**config.mk**
```make
export PLATFORM = sky130hd
export DESIGN_NAME = uartfe_top
export DESIGN_NICKNAME = d
export VERILOG_FILES = /design/src/core/uartfe_pkg.sv /design/src/core/uartfe_fifo.sv /design/src/core/uartfe_top.sv
export SDC_FILE = /design/constraint.sdc
export NUM_CORES = 1
export LEC_CHECK = 0
export ABC_AREA = 1
export CORE_UTILIZATION = 60
export CTS_CLUSTER_DIAMETER = 150
export DETAILED_ROUTE_END_ITERATION = 10
export DONT_BUFFER_PORTS = 1
export PLACE_DENSITY = 0.77
export SETUP_SLACK_MARGIN = 0.05
export SYNTH_ARGS = -nofsm -noshare
export SYNTH_HDL_FRONTEND = slang
export SYNTH_SLANG_ARGS = --single-unit
```
**constraint.sdc**
```tcl
create_clock -name ref_clk_in -period 3.3 [get_ports ref_clk_in]
set_clock_uncertainty 0.2 [all_clocks]
set_input_delay 0.66 -clock ref_clk_in [delete_from_list [all_inputs] [get_ports ref_clk_in]]
set_output_delay 0.66 -clock ref_clk_in [all_outputs]
set_load 0.01 [all_outputs]
```
**src/core/uartfe_pkg.sv**
```systemverilog
// Package of register offsets, field positions, reset values and timing counts
package uartfe_pkg;
   // Register offsets within the eight-byte window
   localparam logic [2:0] OFS_DATA = 3'h0;
   localparam logic [2:0] OFS_IEN = 3'h1;
   localparam logic [2:0] OFS_IDENT = 3'h2;
   localparam logic [2:0] OFS_LCR = 3'h3;
   localparam logic [2:0] OFS_MCR = 3'h4;
   localparam logic [2:0] OFS_LSR = 3'h5;
   localparam logic [2:0] OFS_MSR = 3'h6;
   localparam logic [2:0] OFS_SCR = 3'h7;
   // Field positions
   localparam int LCR_DIVISOR_LATCH_SELECT = 7;
   localparam int LCR_BREAK = 6;
   localparam int LCR_STICK = 5;
   localparam int LCR_EVEN = 4;
   localparam int LCR_PEN = 3;
   localparam int LCR_STOP = 2;
   localparam int MCR_GATE = 3;
   localparam int MCR_LOOP = 4;
   localparam int IEN_RDA = 0;
   localparam int IEN_THRE = 1;
   localparam int IEN_RLS = 2;
   localparam int IEN_MSI = 3;
   localparam int QC_EN = 0;
   localparam int QC_RXCLR = 1;
   localparam int QC_TXCLR = 2;
   // Reset values
   localparam logic [7:0] LCR_RST = 8'h03;
   localparam logic [15:0] DIV_RST = 16'h0001;
   localparam logic [7:0] ZERO8 = 8'h00;
   localparam logic [3:0] IEN_MASK = 4'hF;
   // Interrupt identification codes
   localparam logic [3:0] ID_NONE = 4'h1;
   localparam logic [3:0] ID_RLS = 4'h6;
   localparam logic [3:0] ID_RDA = 4'h4;
   localparam logic [3:0] ID_TMO = 4'hC;
   localparam logic [3:0] ID_THRE = 4'h2;
   localparam logic [3:0] ID_MSI = 4'h0;
   // Timing
   localparam int OVERSAMPLE = 16;
   localparam logic [3:0] TICK_LAST = 4'hF;
   localparam logic [3:0] TICK_MID = 4'h7;
   localparam logic [5:0] TMO_CHARS = 6'h28;
   localparam int FIFO_DEPTH = 8;
   localparam int FIFO_W = 8;
   typedef enum logic [1:0] {TX_IDLE = 2'b00, TX_START = 2'b01, TX_DATA = 2'b11,
      TX_STOP = 2'b10} uartfe_tx_t;
   typedef enum logic [1:0] {RX_IDLE = 2'b00, RX_START = 2'b01, RX_DATA = 2'b11,
      RX_STOP = 2'b10} uartfe_rx_t;
endpackage

```
**src/core/uartfe_fifo.sv**
```systemverilog
// Small flip-flop FIFO with valid and ready on both sides
`timescale 1ns/1ps
`default_nettype none
module uartfe_fifo #(
   parameter int WIDTH = 8,
   parameter int DEPTH = 8
) (
   input wire logic ref_clk_in,
   input wire logic sys_rst_in,
   input wire logic clr_in,
   input wire logic [WIDTH-1:0] wr_data_in,
   input wire logic wr_valid_in,
   output logic wr_ready_out,
   output logic [WIDTH-1:0] rd_data_out,
   output logic rd_valid_out,
   input wire logic rd_ready_in,
   output logic [$clog2(DEPTH):0] level_out
);
   localparam int AW = $clog2(DEPTH);
   logic [WIDTH-1:0] mem_r [DEPTH];
   logic [AW-1:0] wp_r, rp_r;
   logic [AW:0] cnt_r;
   wire push = wr_valid_in && wr_ready_out;
   wire pop = rd_valid_out && rd_ready_in;
   // Full and empty come from the count, so they are always honest
   assign wr_ready_out = (cnt_r != DEPTH[AW:0]);
   assign rd_valid_out = (cnt_r != '0);
   assign rd_data_out = mem_r[rp_r];
   assign level_out = cnt_r;
   // Pointers and count
   always_ff @(posedge ref_clk_in) begin
      if (sys_rst_in || clr_in) begin
         wp_r <= '0;
         rp_r <= '0;
         cnt_r <= '0;
      end else begin
         if (push) wp_r <= wp_r + 1'b1;
         if (pop) rp_r <= rp_r + 1'b1;
         cnt_r <= cnt_r + {{AW{1'b0}}, push} - {{AW{1'b0}}, pop};
      end
   end
   // Storage
   always_ff @(posedge ref_clk_in) begin
      if (push) mem_r[wp_r] <= wr_data_in;
   end
endmodule
`default_nettype wire

```
**src/core/uartfe_top.sv**
```systemverilog
// UART register front end with baud generator, transmitter and receiver
`timescale 1ns/1ps
`default_nettype none
module uartfe_top
   import uartfe_pkg::*;
(
   input wire logic ref_clk_in,
   input wire logic sys_rst_in,
   input wire logic [2:0] addr_in,
   input wire logic [7:0] wdata_in,
   input wire logic wr_in,
   input wire logic rd_in,
   output logic [7:0] rdata_out,
   output logic tx_out,
   input wire logic rx_in,
   input wire logic cts_n_in,
   input wire logic dsr_n_in,
   input wire logic ri_n_in,
   input wire logic dcd_n_in,
   output logic rts_n_out,
   output logic dtr_n_out,
   output logic irq_out
);
   import uartfe_pkg::*;

   // ----------------------------------------
   // Register state
   // ----------------------------------------
   logic [7:0] lcr_r, mcr_r, scr_r, rbr_r, thr_r;
   logic [3:0] ien_r;
   logic [15:0] div_r;
   logic qen_r, thr_full_r, dr_r, oe_r, pe_r, fe_r, bi_r, thre_ev_r;
   logic [3:0] msr_d_r, mdm_r;
   logic tmo_r;
   logic [7:0] rdata_r;
   logic [3:0] iir_code;

   // ----------------------------------------
   // Address decode
   // ----------------------------------------
   wire divisor_latch_select = lcr_r[LCR_DIVISOR_LATCH_SELECT];
   wire sel_data = (addr_in == OFS_DATA);
   wire sel_dll = sel_data && divisor_latch_select;
   wire sel_dlm = (addr_in == OFS_IEN) && divisor_latch_select;
   wire sel_buf = sel_data && !divisor_latch_select;
   wire sel_ien = (addr_in == OFS_IEN) && !divisor_latch_select;
   wire wr_thr = wr_in && sel_buf;
   wire rd_rbr = rd_in && sel_buf;
   wire rd_lsr = rd_in && (addr_in == OFS_LSR);
   wire rd_msr = rd_in && (addr_in == OFS_MSR);
   wire rd_iir = rd_in && (addr_in == OFS_IDENT);
   wire qc_wr = wr_in && (addr_in == OFS_IDENT);
   wire qc_rxclr = (qc_wr && (wdata_in[QC_RXCLR] || !wdata_in[QC_EN]));
   wire qc_txclr = (qc_wr && (wdata_in[QC_TXCLR] || !wdata_in[QC_EN]));

   // ----------------------------------------
   // Baud generator
   // ----------------------------------------
   logic [15:0] bcnt_r;
   // rate set by this block's own divisor
   // programmable divide, zero treated as one
   wire [15:0] div_eff = (div_r == 16'h0000) ? DIV_RST : div_r;
   wire tick = (bcnt_r == 16'h0001);
   always_ff @(posedge ref_clk_in) begin
      if (sys_rst_in || tick) bcnt_r <= div_eff;
      else bcnt_r <= bcnt_r - 16'h0001;
   end

   // ----------------------------------------
   // Format helpers
   // ----------------------------------------
   // data length decode
   function automatic logic [3:0] data_len(input logic [1:0] wls);
      return 4'd5 + {2'b00, wls};
   endfunction
   function automatic logic par_bit(input logic [7:0] d, input logic [7:0] lc);
      logic p;
      p = ^(d & (8'hFF >> (3'd3 - lc[1:0])));
      if (lc[LCR_STICK]) return !lc[LCR_EVEN];
      return lc[LCR_EVEN] ? p : !p;
   endfunction
   wire [3:0] nbits = data_len(lcr_r[1:0]);
   // stop length in ticks: 16, 24 for five bits, else 32
   wire [5:0] stop_ticks = !lcr_r[LCR_STOP] ? 6'd16 :
      (lcr_r[1:0] == 2'b00) ? 6'd24 : 6'd32;

   // ----------------------------------------
   // Transmit FIFO
   // ----------------------------------------
   logic [7:0] txq_d;
   logic txq_v, txq_rdy, tx_take;
   logic [3:0] txq_lvl;
   // Holding writes feed the queue in queue mode; the shifter drains it
   uartfe_fifo #(.WIDTH(FIFO_W), .DEPTH(FIFO_DEPTH)) u_txq (
      .ref_clk_in(ref_clk_in),
      .sys_rst_in(sys_rst_in),
      .clr_in(qc_txclr),
      .wr_data_in(wdata_in),
      .wr_valid_in(wr_thr && qen_r),
      .wr_ready_out(txq_rdy),
      .rd_data_out(txq_d),
      .rd_valid_out(txq_v),
      .rd_ready_in(tx_take && qen_r),
      .level_out(txq_lvl)
   );
   wire tx_avail = qen_r ? txq_v : thr_full_r;
   wire [7:0] tx_word = qen_r ? txq_d : thr_r;

   // ----------------------------------------
   // Transmitter
   // ----------------------------------------
   uartfe_tx_t tx_st_r;
   logic [7:0] tsr_r;
   logic [5:0] tt_r;
   logic [3:0] tb_r;
   logic tpar_r, tx_r;
   wire tbit_end = tick && (tt_r[3:0] == TICK_LAST);
   assign tx_take = (tx_st_r == TX_IDLE) && tx_avail && tick;
   always_ff @(posedge ref_clk_in) begin
      if (sys_rst_in) begin
         tx_st_r <= TX_IDLE;
         tsr_r <= ZERO8;
         tt_r <= '0;
         tb_r <= '0;
         tpar_r <= 1'b0;
         tx_r <= 1'b1;
      end else begin
         case (tx_st_r)
            TX_IDLE: begin
               tx_r <= 1'b1;
               if (tx_take) begin
                  tsr_r <= tx_word;
                  tpar_r <= par_bit(tx_word, lcr_r);
                  tt_r <= '0;
                  tx_r <= 1'b0;
                  tx_st_r <= TX_START;
               end
            end
            TX_START: begin
               if (tick) tt_r <= tt_r + 6'd1;
               if (tbit_end) begin
                  tt_r <= '0;
                  tb_r <= '0;
                  tx_r <= tsr_r[0];
                  tx_st_r <= TX_DATA;
               end
            end
            TX_DATA: begin
               if (tick) tt_r <= tt_r + 6'd1;
               if (tbit_end) begin
                  tt_r <= '0;
                  tb_r <= tb_r + 4'd1;
                  tsr_r <= {1'b0, tsr_r[7:1]};
                  if (tb_r + 4'd1 == nbits + {3'b000, lcr_r[LCR_PEN]}) begin
                     tx_r <= 1'b1;
                     tx_st_r <= TX_STOP;
                  end else if (tb_r + 4'd1 == nbits) begin
                     tx_r <= tpar_r;
                  end else begin
                     tx_r <= tsr_r[1];
                  end
               end
            end
            TX_STOP: begin
               if (tick) tt_r <= tt_r + 6'd1;
               if (tick && (tt_r + 6'd1 == stop_ticks)) tx_st_r <= TX_IDLE;
            end
            default: tx_st_r <= TX_IDLE;
         endcase
      end
   end
   // Break forces spacing; loopback holds the line marking
   assign tx_out = mcr_r[MCR_LOOP] ? 1'b1 : (tx_r && !lcr_r[LCR_BREAK]);

   // ----------------------------------------
   // Receiver
   // ----------------------------------------
   uartfe_rx_t rx_st_r;
   logic [7:0] rsr_r;
   logic [3:0] rt_r, rb_r;
   logic rpar_r, rx_done;
   wire rx_line = mcr_r[MCR_LOOP] ? (tx_r && !lcr_r[LCR_BREAK]) : rx_in;
   wire rmid = tick && (rt_r == TICK_MID);
   wire [3:0] rtotal = nbits + {3'b000, lcr_r[LCR_PEN]};
   // Parity is taken over the aligned word, so short characters check the right bits
   wire rx_perr = lcr_r[LCR_PEN] && (rpar_r != par_bit(rx_word, lcr_r));
   // hidden shifter assembles LSB first, aligned down at the end
   wire [7:0] rx_word = rsr_r >> (4'd8 - nbits);
   always_ff @(posedge ref_clk_in) begin
      if (sys_rst_in) begin
         rx_st_r <= RX_IDLE;
         rsr_r <= ZERO8;
         rt_r <= '0;
         rb_r <= '0;
         rpar_r <= 1'b0;
      end else begin
         if (tick) rt_r <= rt_r + 4'd1;
         case (rx_st_r)
            RX_IDLE: if (tick && !rx_line) begin
               rt_r <= '0;
               rx_st_r <= RX_START;
            end
            RX_START: if (rmid) begin
               rt_r <= TICK_MID + 4'd1;
               rb_r <= '0;
               rx_st_r <= rx_line ? RX_IDLE : RX_DATA;
            end
            RX_DATA: if (rmid) begin
               rb_r <= rb_r + 4'd1;
               if (rb_r < nbits) rsr_r <= {rx_line, rsr_r[7:1]};
               else rpar_r <= rx_line;
               if (rb_r + 4'd1 == rtotal) rx_st_r <= RX_STOP;
            end
            RX_STOP: if (rmid) rx_st_r <= RX_IDLE;
            default: rx_st_r <= RX_IDLE;
         endcase
      end
   end
   assign rx_done = (rx_st_r == RX_STOP) && rmid;
   wire rx_fe = rx_done && !rx_line;
   wire rx_bi = rx_fe && (rsr_r == ZERO8);

   // ----------------------------------------
   // Receive FIFO
   // ----------------------------------------
   logic [7:0] rxq_d;
   logic rxq_v, rxq_rdy;
   logic [3:0] rxq_lvl;
   // Full queue refuses the character, which becomes an overrun
   uartfe_fifo #(.WIDTH(FIFO_W), .DEPTH(FIFO_DEPTH)) u_rxq (
      .ref_clk_in(ref_clk_in),
      .sys_rst_in(sys_rst_in),
      .clr_in(qc_rxclr),
      .wr_data_in(rx_word),
      .wr_valid_in(rx_done && qen_r),
      .wr_ready_out(rxq_rdy),
      .rd_data_out(rxq_d),
      .rd_valid_out(rxq_v),
      .rd_ready_in(rd_rbr && qen_r),
      .level_out(rxq_lvl)
   );
   wire rx_ovr = rx_done && (qen_r ? !rxq_rdy : dr_r);

   // ----------------------------------------
   // Character timeout, four characters of idle with data held
   // ----------------------------------------
   logic [9:0] tmo_cnt_r;
   always_ff @(posedge ref_clk_in) begin
      if (sys_rst_in || !qen_r || !rxq_v || rx_done || rd_rbr) begin
         tmo_cnt_r <= '0;
         tmo_r <= 1'b0;
      end else if (tick && !tmo_r) begin
         tmo_cnt_r <= tmo_cnt_r + 10'd1;
         if (tmo_cnt_r[9:4] == TMO_CHARS) tmo_r <= 1'b1;
      end
   end

   // ----------------------------------------
   // Host register writes
   // ----------------------------------------
   always_ff @(posedge ref_clk_in) begin
      if (sys_rst_in) begin
         lcr_r <= LCR_RST;
         mcr_r <= ZERO8;
         scr_r <= ZERO8;
         thr_r <= ZERO8;
         ien_r <= '0;
         div_r <= DIV_RST;
         qen_r <= 1'b0;
      end else if (wr_in) begin
         if (addr_in == OFS_LCR) lcr_r <= wdata_in;
         if (addr_in == OFS_MCR) mcr_r <= {3'b000, wdata_in[4:0]};
         if (addr_in == OFS_SCR) scr_r <= wdata_in;
         if (qc_wr) qen_r <= wdata_in[QC_EN];
         // only the low four enable bits are stored
         if (sel_ien) ien_r <= wdata_in[3:0] & IEN_MASK;
         if (sel_dll) div_r[7:0] <= wdata_in;
         if (sel_dlm) div_r[15:8] <= wdata_in;
         if (wr_thr) thr_r <= wdata_in;
      end
   end

   // ----------------------------------------
   // Status flags; a setting event wins over a clearing read
   // ----------------------------------------
   wire [3:0] mdm_now = ~{dcd_n_in, ri_n_in, dsr_n_in, cts_n_in};
   // Ring indicator counts only its trailing edge
   wire [3:0] mdm_chg = (mdm_now ^ mdm_r) & {1'b1, ~mdm_now[2], 2'b11};
   always_ff @(posedge ref_clk_in) begin
      if (sys_rst_in) begin
         thr_full_r <= 1'b0;
         rbr_r <= ZERO8;
         dr_r <= 1'b0;
         {oe_r, pe_r, fe_r, bi_r} <= '0;
         msr_d_r <= '0;
         mdm_r <= '0;
         thre_ev_r <= 1'b0;
      end else begin
         mdm_r <= mdm_now;
         if (wr_thr && !qen_r) thr_full_r <= 1'b1;
         else if (tx_take && !qen_r) thr_full_r <= 1'b0;
         if (rx_done && !qen_r) begin
            rbr_r <= rx_word;
            dr_r <= 1'b1;
         end else if (rd_rbr) begin
            dr_r <= 1'b0;
         end
         // status keeps updating regardless of enables
         oe_r <= rx_ovr || (oe_r && !rd_lsr);
         pe_r <= (rx_done && rx_perr) || (pe_r && !rd_lsr);
         fe_r <= rx_fe || (fe_r && !rd_lsr);
         bi_r <= rx_bi || (bi_r && !rd_lsr);
         msr_d_r <= mdm_chg | (msr_d_r & {4{!rd_msr}});
         // Holding-empty event clears on write or on reading it as the source
         if (tx_take) thre_ev_r <= 1'b1;
         else if (wr_thr || (rd_iir && (iir_code == ID_THRE))) thre_ev_r <= 1'b0;
      end
   end
   wire rx_ready = qen_r ? rxq_v : dr_r;
   wire thr_empty = qen_r ? !txq_v : !thr_full_r;
   wire tsr_empty = thr_empty && (tx_st_r == TX_IDLE);
   wire [7:0] lsr = {qen_r && (pe_r || fe_r || bi_r), tsr_empty, thr_empty,
      bi_r, fe_r, pe_r, oe_r, rx_ready};

   // ----------------------------------------
   // Interrupt priority and output
   // ----------------------------------------
   wire trig_hit = (rxq_lvl >= {1'b0, ZERO8[2:0]} + 4'd1);
   wire src_rls = ien_r[IEN_RLS] && (oe_r || pe_r || fe_r || bi_r);
   wire src_rda = ien_r[IEN_RDA] && (qen_r ? trig_hit : dr_r);
   wire src_tmo = ien_r[IEN_RDA] && tmo_r;
   wire src_thre = ien_r[IEN_THRE] && thre_ev_r && thr_empty;
   wire src_msi = ien_r[IEN_MSI] && (msr_d_r != '0);
   // with all enables clear no source can pend
   assign iir_code = src_rls ? ID_RLS : src_rda ? ID_RDA : src_tmo ? ID_TMO :
      src_thre ? ID_THRE : src_msi ? ID_MSI : ID_NONE;
   // gate output bit passes the request
   assign irq_out = mcr_r[MCR_GATE] && !iir_code[0];
   assign rts_n_out = !mcr_r[1];
   assign dtr_n_out = !mcr_r[0];

   // ----------------------------------------
   // Read data, registered
   // ----------------------------------------
   wire [7:0] rbuf = qen_r ? rxq_d : rbr_r;
   wire [7:0] msr = {mdm_now, msr_d_r};
   wire [7:0] rd_mux =
      sel_dll ? div_r[7:0] :
      sel_dlm ? div_r[15:8] :
      sel_buf ? rbuf :
      sel_ien ? {4'h0, ien_r} :
      (addr_in == OFS_IDENT) ? {{2{qen_r}}, 2'b00, iir_code} :
      (addr_in == OFS_LCR) ? lcr_r :
      (addr_in == OFS_MCR) ? mcr_r :
      (addr_in == OFS_LSR) ? lsr :
      (addr_in == OFS_MSR) ? msr : scr_r;
   always_ff @(posedge ref_clk_in) begin
      if (sys_rst_in) rdata_r <= ZERO8;
      else if (rd_in) rdata_r <= rd_mux;
   end
   assign rdata_out = rdata_r;
endmodule
`default_nettype wire

```
==> results of run 1 <==
## kinds of logic after synthesis
| kind of cell | after synthesis | synth area share |
|---|---|---|
| buffers and inverters | 263 | 0.0709 |
| AOI/OAI and AO/OA | 381 | 0.148 |
| xor gates and xnor gates | 40 | 0.0255 |
| DFF | 303 | 0.513 |
| and+or+nand+nor | 708 | 0.211 |
| adders and majority gates | 34 | 0.0313 |
## synth_stat cells (all sizes together)
cell type	count
o41ai	1
nor4	11
a21oi	134
inv	197
o21ai	173
o21a	5
buf	19
a31oi	9
o21bai	2
o211ai	28
a211oi	7
fa	3
xnor2	15
nor3	26
edfxtp	128
nor3b	3
xor2	25
nand3	98
o22ai	13
ha	31
o32ai	1
clkinv	4
nand2	376
nand4	13
and3	2
a41oi	1
a21o	2
o221ai	5
nor2	170
clkbuf	43
or2	9
dfxtp	175
## metrics by stage
stage	utilization	cells	setup WS (ns)	hold slack, ns
final	0.683	2097	0.132	0.0237
after global routing	0.683	2097	0.0535	0.0240
after floorplan	-	1729	0.364	0.229
after detailed placement	0.630	2025	0.294	0.249
after global placement	0.630	2025	0.412	0.237
after CTS	0.683	2097	0.181	0.0114
## critical path: stages, from the launching register on
cell and delay (ns):
dfxtp_1 0.42, buf_4 0.37, nand2_1 0.15, nand2_1 0.11, nand2_1 0.08, nand2_1 0.08, nor2_1 0.07, a31oi_1 0.45
## final cells by class
cell class | instances | area, um2
tap | 319 | 399
inverter | 201 | 754
sequential | 303 | 7350
timing repair buffer | 53 | 443
clock buffer | 38 | 843
clock inverter | 20 | 245
multi-input combinational | 1163 | 5950
fill | 1897 | 7420
## how the worst max path moves through the flow
stage | start | to | cells after the start
after floorplan | addr_in[2] | u_rxq.level_out[1] | 13
after global placement | bcnt_r[1] | u_rxq.level_out[1] | 14
after detailed placement | bcnt_r[1] | u_rxq.mem_r[5][6] | 13
after CTS | qen_r | irq_out | 7
after global routing | qen_r | irq_out | 7
final | qen_r | irq_out | 7
## registers in the layout, summed over array words and instances (netlist names), 5 cells and up, named ones only
register	cells
u_rxq.mem_r	64
div_r	16
tsr_r	8
rdata_out	8
rbr_r	8
tt_r	6
u_txq.mem_r	64
rsr_r	8
lcr_r	8
mcr_r	5
thr_r	8
bcnt_r	16
scr_r	8
tmo_cnt_r	10
## metal layers
metal  share of wire  vias to the layer above
met4           0.036                        0
met3           0.090                       97
li1                -                     5843
met1            0.43                     5627
met5               0                        -
met2            0.44                      507
## power by group
part / total, mW / internal (mW) / switching, mW
combinational: 1.05 / 0.341 / 0.711
clock: 3.68 / 2.21 / 1.47
sequential: 4.13 / 4.02 / 0.110
## what timing repair did
| action | CTS | global route |
|---|---|---|
| setup buffers | 0 | 0 |
| endpoints found under the setup margin | 0 | 0 |
| hold buffers | 14 | 0 |
| endpoints found under the hold margin | 113 | 0 |
==> flow_summary.ini, run 1 <==
[run_status]
status = completed

[timing]
drv_slew = 0
tns_ns = 0
slew_headroom = 0.528
hold_violations = 0
post-route-period-util = 0.960
final.min_clock_period_ns = 3.17
worstMarginPinSlew_ns = 0.707
fmax_mhz = 316
setup_viol = 0
rsz0062_at_grt = false

[critical_path]
worst_setup_path_start_kind = flop
path_class = flop to output pin
r2r-end = u_rxq.mem_r[5][2]
rrSetupSlack_ns = 0.22
rr_startpoint = bcnt_r[1]
critPathMaxFanout = 26
cp-end-kind = output pin
cp.required_ns = 2.44
rr_worst_depth = 13
cp.arrival_ns = 2.31

[finish]
drive_gt1_frac = 0.0799
mostFrequentLayoutCells = 371 x nand2_1, 186 x inv_1, 175 x dfxtp_1, 161 x nor2_1, 153 x o21ai_0
areaGrowthSynthToFinish_pct = 11.7
fin_nets = 1807
diodes = 0
final_area_mm2 = 0.0160
layout.cells.most_common = nand2_1

[die]
ioPinCount = 32
placementRows = 56
die_w_um = 156
dieArea_mm2 = 0.0245
initial_core_util = 0.612
core-area_mm2 = 0.0234
dieHeight_um = 156

[yosys]
synth_area_leaders = edfxtp_1 27%, dfxtp_1 24%, nand2_1 9.7%
synth_cell_type_count = 51
yosysSeqAreaShare = 0.513
syn_inst = 1729
synth_area_mm2 = 0.0143
synth.top_cell.area_share = 0.269
synth_top_area_cell = edfxtp_1
synthesis.nets = 1783
ys_seq_elements = 303
yosysWarnings = 0
postSynthAreaPerCell_um2 = 8.28

[detailed_routing]
route.detailed.drc = 0
detail_route.first_pass.iterations = 6
vias = 12074
drt_iter0_drc = 1242
avgViaCountPerCell = 5.76
avgRoutedWirePerCell_um = 17.7
wirelength_mm = 37.2
ant_nets = 0

[global_routing]
overflow = 0
use_met3 = 0.0546
grt_pass1_vias = 11348
gr-usage-met2 = 0.487
antenna_found_initial = 0
grt_max_degree = 60
grt_pass1_wl_mm = 58.5
groute.usage.overall = 0.309
busiest_layer = met2
use_met1 = 0.428

[cts]
post_cts_resized = 0
cts_tree = done
clk_path_buf_depth = 3
clock_latency_ns = 0.57
cts_buffers = 31
htreeDepth = 1
clk_root_buffer_cell = clkbuf_16
clkTransAtPathRegs_ns = 0.07
cts.sinks = 303

[power]
power_density_mw_per_mm2 = 555
p_leak_nw = 6.38
p_total_mw = 8.86
vdd_drop_max_uv = 431

[job]
maxCapViolations = 0

[min_path]
min_to = lcr_r[1]
hold_path_depth = 2
min_from = sys_rst_in
hp-class = primary input to flop

[placement]
placed_area_mm2 = 0.0147
post-dp-hpwl_mm = 25.5
place.gp.congestion = 0.959
port-buffer-count = 0
Power figures use the tool's default switching activity.
==> inputs of run 2 (changes only) <==
--- a/config.mk
+++ b/config.mk
@@ -6,11 +6,11 @@
 export NUM_CORES = 1
 export LEC_CHECK = 0
 export ABC_AREA = 1
-export CORE_UTILIZATION = 60
+export CORE_UTILIZATION = 40
 export CTS_CLUSTER_DIAMETER = 150
 export DETAILED_ROUTE_END_ITERATION = 10
 export DONT_BUFFER_PORTS = 1
-export PLACE_DENSITY = 0.77
+export PLACE_DENSITY = 0.55
 export SETUP_SLACK_MARGIN = 0.05
 export SYNTH_ARGS = -nofsm -noshare
 export SYNTH_HDL_FRONTEND = slang
==> run 2 against run 1 <==
Effect of this change: total power rose by 3.8%; non-clock buffer count did not move; cell area rose by 1.7%; sequential power barely moved; utilization fell by 22 points; clock power rose by 11%; sequential share of layout area fell by 0.76 points; critical path type unchanged; highest routed layer unchanged.
==> flow_summary.ini, run 2 (synthesized netlist as in run 1, its figures left out) <==
[critical_path]
cp-end-kind = output pin
critPathMaxFanout = 27
cp.required_ns = 2.44
cp_slowest_cell = a31oi_1
cp.arrival_ns = 2.23
slowest_delay_ns = 0.42
cpMostUsedCell = nand2_1
crit_family = simple AND/OR/NAND/NOR gates
critPathBufInv = 1
worstPathCellList = buf_4, nand2_1, nand2_1, nand2_1, nand2_1, nor2_1, a31oi_1
path_class = flop to output pin
worst_setup_path_start_kind = flop

[power]
p_switching_mw = 2.33
power_density_mw_per_mm2 = 566
vdd_drop_max_uv = 467
p_seq_frac = 0.449
p_comb_frac = 0.108
p_leak_nw = 6.46
p_total_mw = 9.20
clkPwrFrac = 0.443
internal_power_mw = 6.87
sw_frac_of_total = 0.253

[min_path]
hp-class = primary input to flop

[global_routing]
grt_pass1_vias = 11033
antenna_found_initial = 0
grt_max_degree = 60
grt_pass1_wl_mm = 62.5
groute.usage.overall = 0.222
overflow = 0

[timing]
worstMarginPinSlew_ns = 0.951
fmax_mhz = 324
drv_slew = 0
post-route-period-util = 0.937
hold_violations = 0
rsz0062_at_grt = false
slew_headroom = 0.361
timing.hold.ws_ns = 0.0311
setup_viol = 0
final.min_clock_period_ns = 3.09
tns_ns = 0

[detailed_routing]
drt_iter0_drc = 977
vias = 11773
wirelength_mm = 40.1
ant_nets = 0
route.detailed.drc = 0
avgRoutedWirePerCell_um = 17.9
detail_route.first_pass.iterations = 5
avgViaCountPerCell = 5.25

[cts]
cts_buffers = 36
clkTransAtPathRegs_ns = 0.06
cts_tree = done
cts.sinks = 303
clk_path_buf_depth = 3
holdBufCountCts = 5
clk_root_buffer_cell = clkbuf_16
post_cts_buffers = 0
clock_latency_ns = 0.52
post_cts_resized = 0
htreeDepth = 2

[die]
placementRows = 68
initial_core_util = 0.410
ioPinCount = 32
dieArea_mm2 = 0.0365
die_w_um = 191
dieHeight_um = 191
core-area_mm2 = 0.0349

[placement]
placed_area_mm2 = 0.0150
post-dp-hpwl_mm = 28.6
place.gp.congestion = 0.925
port-buffer-count = 0

[finish]
areaGrowthSynthToFinish_pct = 13.6
final_area_mm2 = 0.0163
drive_gt1_frac = 0.0868
mostFrequentLayoutCells = 371 x nand2_1, 186 x inv_1, 175 x dfxtp_1, 161 x nor2_1, 153 x o21ai_0
diodes = 0
reg.largest.list = u_rxq.mem_r x64, u_txq.mem_r x64
layout.cells.most_common = nand2_1
fin_nets = 1812

[run_status]
status = completed

[job]
maxCapViolations = 0
-- run 2: changes by cell type in the layout (fill, tap and decap cells not counted), moves of 3 or more --
cell	previous run	this run
buf_4	39	48
dlygate4sd3_1	13	5
clkbuf_1	4	11
clkbuf_16	32	37
clkbuf_8	2	6
clkinv_1	8	4
clkinvlp_4	3	0
-- run 2: stage by stage --
stage	utilization	setup WS, ns	cells
after CTS	0.466	0.235	2241
after global routing	0.466	0.0900	2241
final	0.466	0.209	2241
after floorplan	-	0.364	1729
after global placement	0.430	0.362	2170
after detailed placement	0.430	0.268	2170
-- run 2: final timing paths --
path	from	endpoint	slack, ns	depth (start not counted)
worst max-delay path	qen_r	irq_out	0.21	7
worst min-delay path	wdata_in[7]	u_txq.mem_r[5][7]	0.03	0
worst max register to register	bcnt_r[1]	u_rxq.level_out[1]	0.37	14
worst min register to register	mdm_r[2]	msr_d_r[2]	0.25	2
-- run 2: power by group through the flow --
| stage | Sequential (mW) | Clock, mW | Combinational [mW] |
|---|---|---|---|
| after floorplan | 4.18 | 0 | 0.770 |
| after detailed placement | 4.21 | 0 | 0.977 |
| final | 4.13 | 4.08 | 0.990 |
| after CTS | 4.13 | 4.15 | 0.990 |
| after global routing | 4.15 | 4.29 | 1.14 |
| after global placement | 4.21 | 0 | 0.965 |
-- run 2: per-layer routing --
| layer | routed length [um] | part of all wire | global-route usage |
|---|---|---|---|
| met5 | 0 | 0 | 0 |
| met4 | 789 | 0.020 | 0.0574 |
| met3 | 2640 | 0.066 | 0.0334 |
| met2 | 17000 | 0.42 | 0.327 |
| met1 | 19700 | 0.49 | 0.337 |
-- run 2: cell type report --
class                   instances  area, um2
clock buffers                  54       1050
flip-flops and latches        303       7350
fillers                      3447      18600
inverters                     201        754
multi-input cells            1163       5950
clock inverters                12        171
well taps                     455        569
repair buffers                 53        410
==> inputs of run 3 (changes only) <==
--- a/config.mk
+++ b/config.mk
@@ -6,6 +6,7 @@
 export NUM_CORES = 1
 export LEC_CHECK = 0
 export ABC_AREA = 1
+export CORE_ASPECT_RATIO = 1.5
 export CORE_UTILIZATION = 40
 export CTS_CLUSTER_DIAMETER = 150
 export DETAILED_ROUTE_END_ITERATION = 10
==> run 3 against run 2 <==
Effect of this change: first-iteration DRC count is 31% lower; die area hardly changed; via count is 0.63% lower; setup slack better by 0.039 ns; clock-buffer cell count is 22 lower; largest cell class unchanged; largest power group unchanged.
==> flow_summary.ini, run 3 (synthesized netlist as in run 1, its figures left out) <==
[power]
vdd_drop_max_uv = 404
p_leak_nw = 6.54
p_total_mw = 9.02
power_density_mw_per_mm2 = 549

[global_routing]
antenna_found_initial = 2
grt_pass1_wl_mm = 63.1
overflow = 0
grt_max_degree = 46
groute.usage.overall = 0.228
grt_pass1_vias = 11432

[placement]
place.gp.congestion = 0.924
post-dp-hpwl_mm = 29.0
place_inst = 2199
port-buffer-count = 0

[timing]
worstMarginPinSlew_ns = 0.666
timing.hold.ws_ns = 0.0205
final.min_clock_period_ns = 3.05
hold_violations = 0
tns_ns = 0
slew_headroom = 0.556
post-route-period-util = 0.925
drv_slew = 0
rsz0062_at_grt = false
fmax_mhz = 328
setup_viol = 0

[critical_path]
r2r-end = u_rxq.level_out[1]
critPathMaxFanout = 4
worst_setup_path_start_kind = flop
rrSetupSlack_ns = 0.33
crit_family = simple AND/OR/NAND/NOR gates
cp_slowest_cell = dfxtp_1
path_class = flop to output pin
cp.required_ns = 2.44
cpMostUsedCell = nand2_1
worstPathCellList = inv_1, ha_1, nand2_1, nand2_1, nand2_1, nand2_1, nand2_1, nor2_2, a31oi_1, buf_4
rr_worst_depth = 15
slowest_delay_ns = 0.30
rr_startpoint = bcnt_r[1]
critPathBufInv = 2
cp-end-kind = output pin
cp.arrival_ns = 2.19

[min_path]
hp-class = primary input to flop
min_to = scr_r[7]
min_from = wdata_in[7]
hold_path_depth = 2

[detailed_routing]
detail_route.first_pass.iterations = 6
vias = 11699
drt_iter0_drc = 676
route.detailed.drc = 0
ant_nets = 0
avgRoutedWirePerCell_um = 17.8
avgViaCountPerCell = 5.14
wirelength_mm = 40.6

[job]
maxCapViolations = 0

[die]
die_w_um = 156
ioPinCount = 32
placementRows = 84
dieArea_mm2 = 0.0366
initial_core_util = 0.408
dieHeight_um = 234
core-area_mm2 = 0.0351

[cts]
clk_root_buffer_cell = clkbuf_16
clkTransAtPathRegs_ns = 0.06
cts_tree = done
clock_latency_ns = 0.59
clk_path_buf_depth = 3
cts.sinks = 303
htreeDepth = 1
cts_buffers = 30

[finish]
mostFrequentLayoutCells = 371 x nand2_1, 186 x inv_1, 175 x dfxtp_1, 160 x nor2_1, 153 x o21ai_0
fillers = 3489
drive_gt1_frac = 0.0921
areaGrowthSynthToFinish_pct = 14.8
final-instance-count-excl-fill = 2276
layout.cells.most_common = nand2_1
fin_nets = 1834
diodes = 0
reg.largest.list = u_rxq.mem_r x64, u_txq.mem_r x64

[run_status]
status = completed
-- run 3: cell count changes in the layout (fill, tap and decap cells not counted), sizes merged --
cell,delta
clkinvlp,+6
bufinv,+4
clkinv,+2
clkbuf,-22
dlygate4sd3,+14
inv,-1
buf,+14
-- run 3: worst register-to-register path: stages, from the launching register on --
cell and delay (ns):
dfxtp_1 0.31, inv_1 0.07, ha_1 0.20, nand2_1 0.06, nor3_1 0.18, nand3_2 0.09
buf_4 0.18, nor3_4 0.15, inv_2 0.06, nor3_2 0.22, nand3_2 0.16, inv_1 0.21
ha_1 0.23, fa_1 0.42, inv_1 0.06, nor2_1 0.04
-- run 3: per-stage QoR --
step / instance area, um2 / worst slack (ns) / utilization
CTS: 16400 / 0.158 / 0.467
finish: 16400 / 0.248 / 0.468
detailed placement: 15100 / 0.215 / 0.430
global placement: 15100 / 0.208 / 0.430
floorplan: 14300 / 0.364 / -
global route: 16400 / 0.111 / 0.468
-- run 3: repair_timing --
item                       4_1_cts  5_1_grt
buffers inserted                 0        2
gates resized for setup          0        2
setup endpoints to repair        0        2
hold endpoints to repair       116        0
hold buffers                    20        0
-- run 3: layout make-up --
type	count	area (um2)	area share
Clock inverter	23	342	0.0208
Multi-Input combinational cell	1163	5960	0.363
Tap cell	473	592	0.0360
Timing Repair Buffer	81	668	0.0407
Clock buffer	32	768	0.0468
Sequential cell	303	7350	0.447
Inverter	201	754	0.0459
-- run 3: how the worst max path moves through the flow --
| stage | start | to | slack, ns | depth (start not counted) |
|---|---|---|---|---|
| after floorplan | addr_in[2] | u_rxq.level_out[1] | 0.36 | 13 |
| after global placement | bcnt_r[1] | u_rxq.level_out[1] | 0.21 | 14 |
| after detailed placement | bcnt_r[1] | u_rxq.level_out[1] | 0.22 | 14 |
| after CTS | u_rxq.level_out[2] | irq_out | 0.16 | 10 |
| after global routing | bcnt_r[1] | u_rxq.level_out[1] | 0.11 | 15 |
| final | u_rxq.level_out[2] | irq_out | 0.25 | 10 |
-- run 3: power by group --
group	switching, mW	internal [mW]	total, mW
Combinational	0.699	0.366	1.06
Clock	1.51	2.32	3.83
Sequential	0.112	4.02	4.13
-- run 3: routing by layer --
layer / part of all wire / global-route usage / vias to the layer above
li1: - / - / 5884
met1: 0.38 / 0.240 / 5435
met2: 0.51 / 0.424 / 264
met3: 0.038 / 0.0286 / 112
met4: 0.063 / 0.142 / 4
met5: 0.00084 / 0 / -
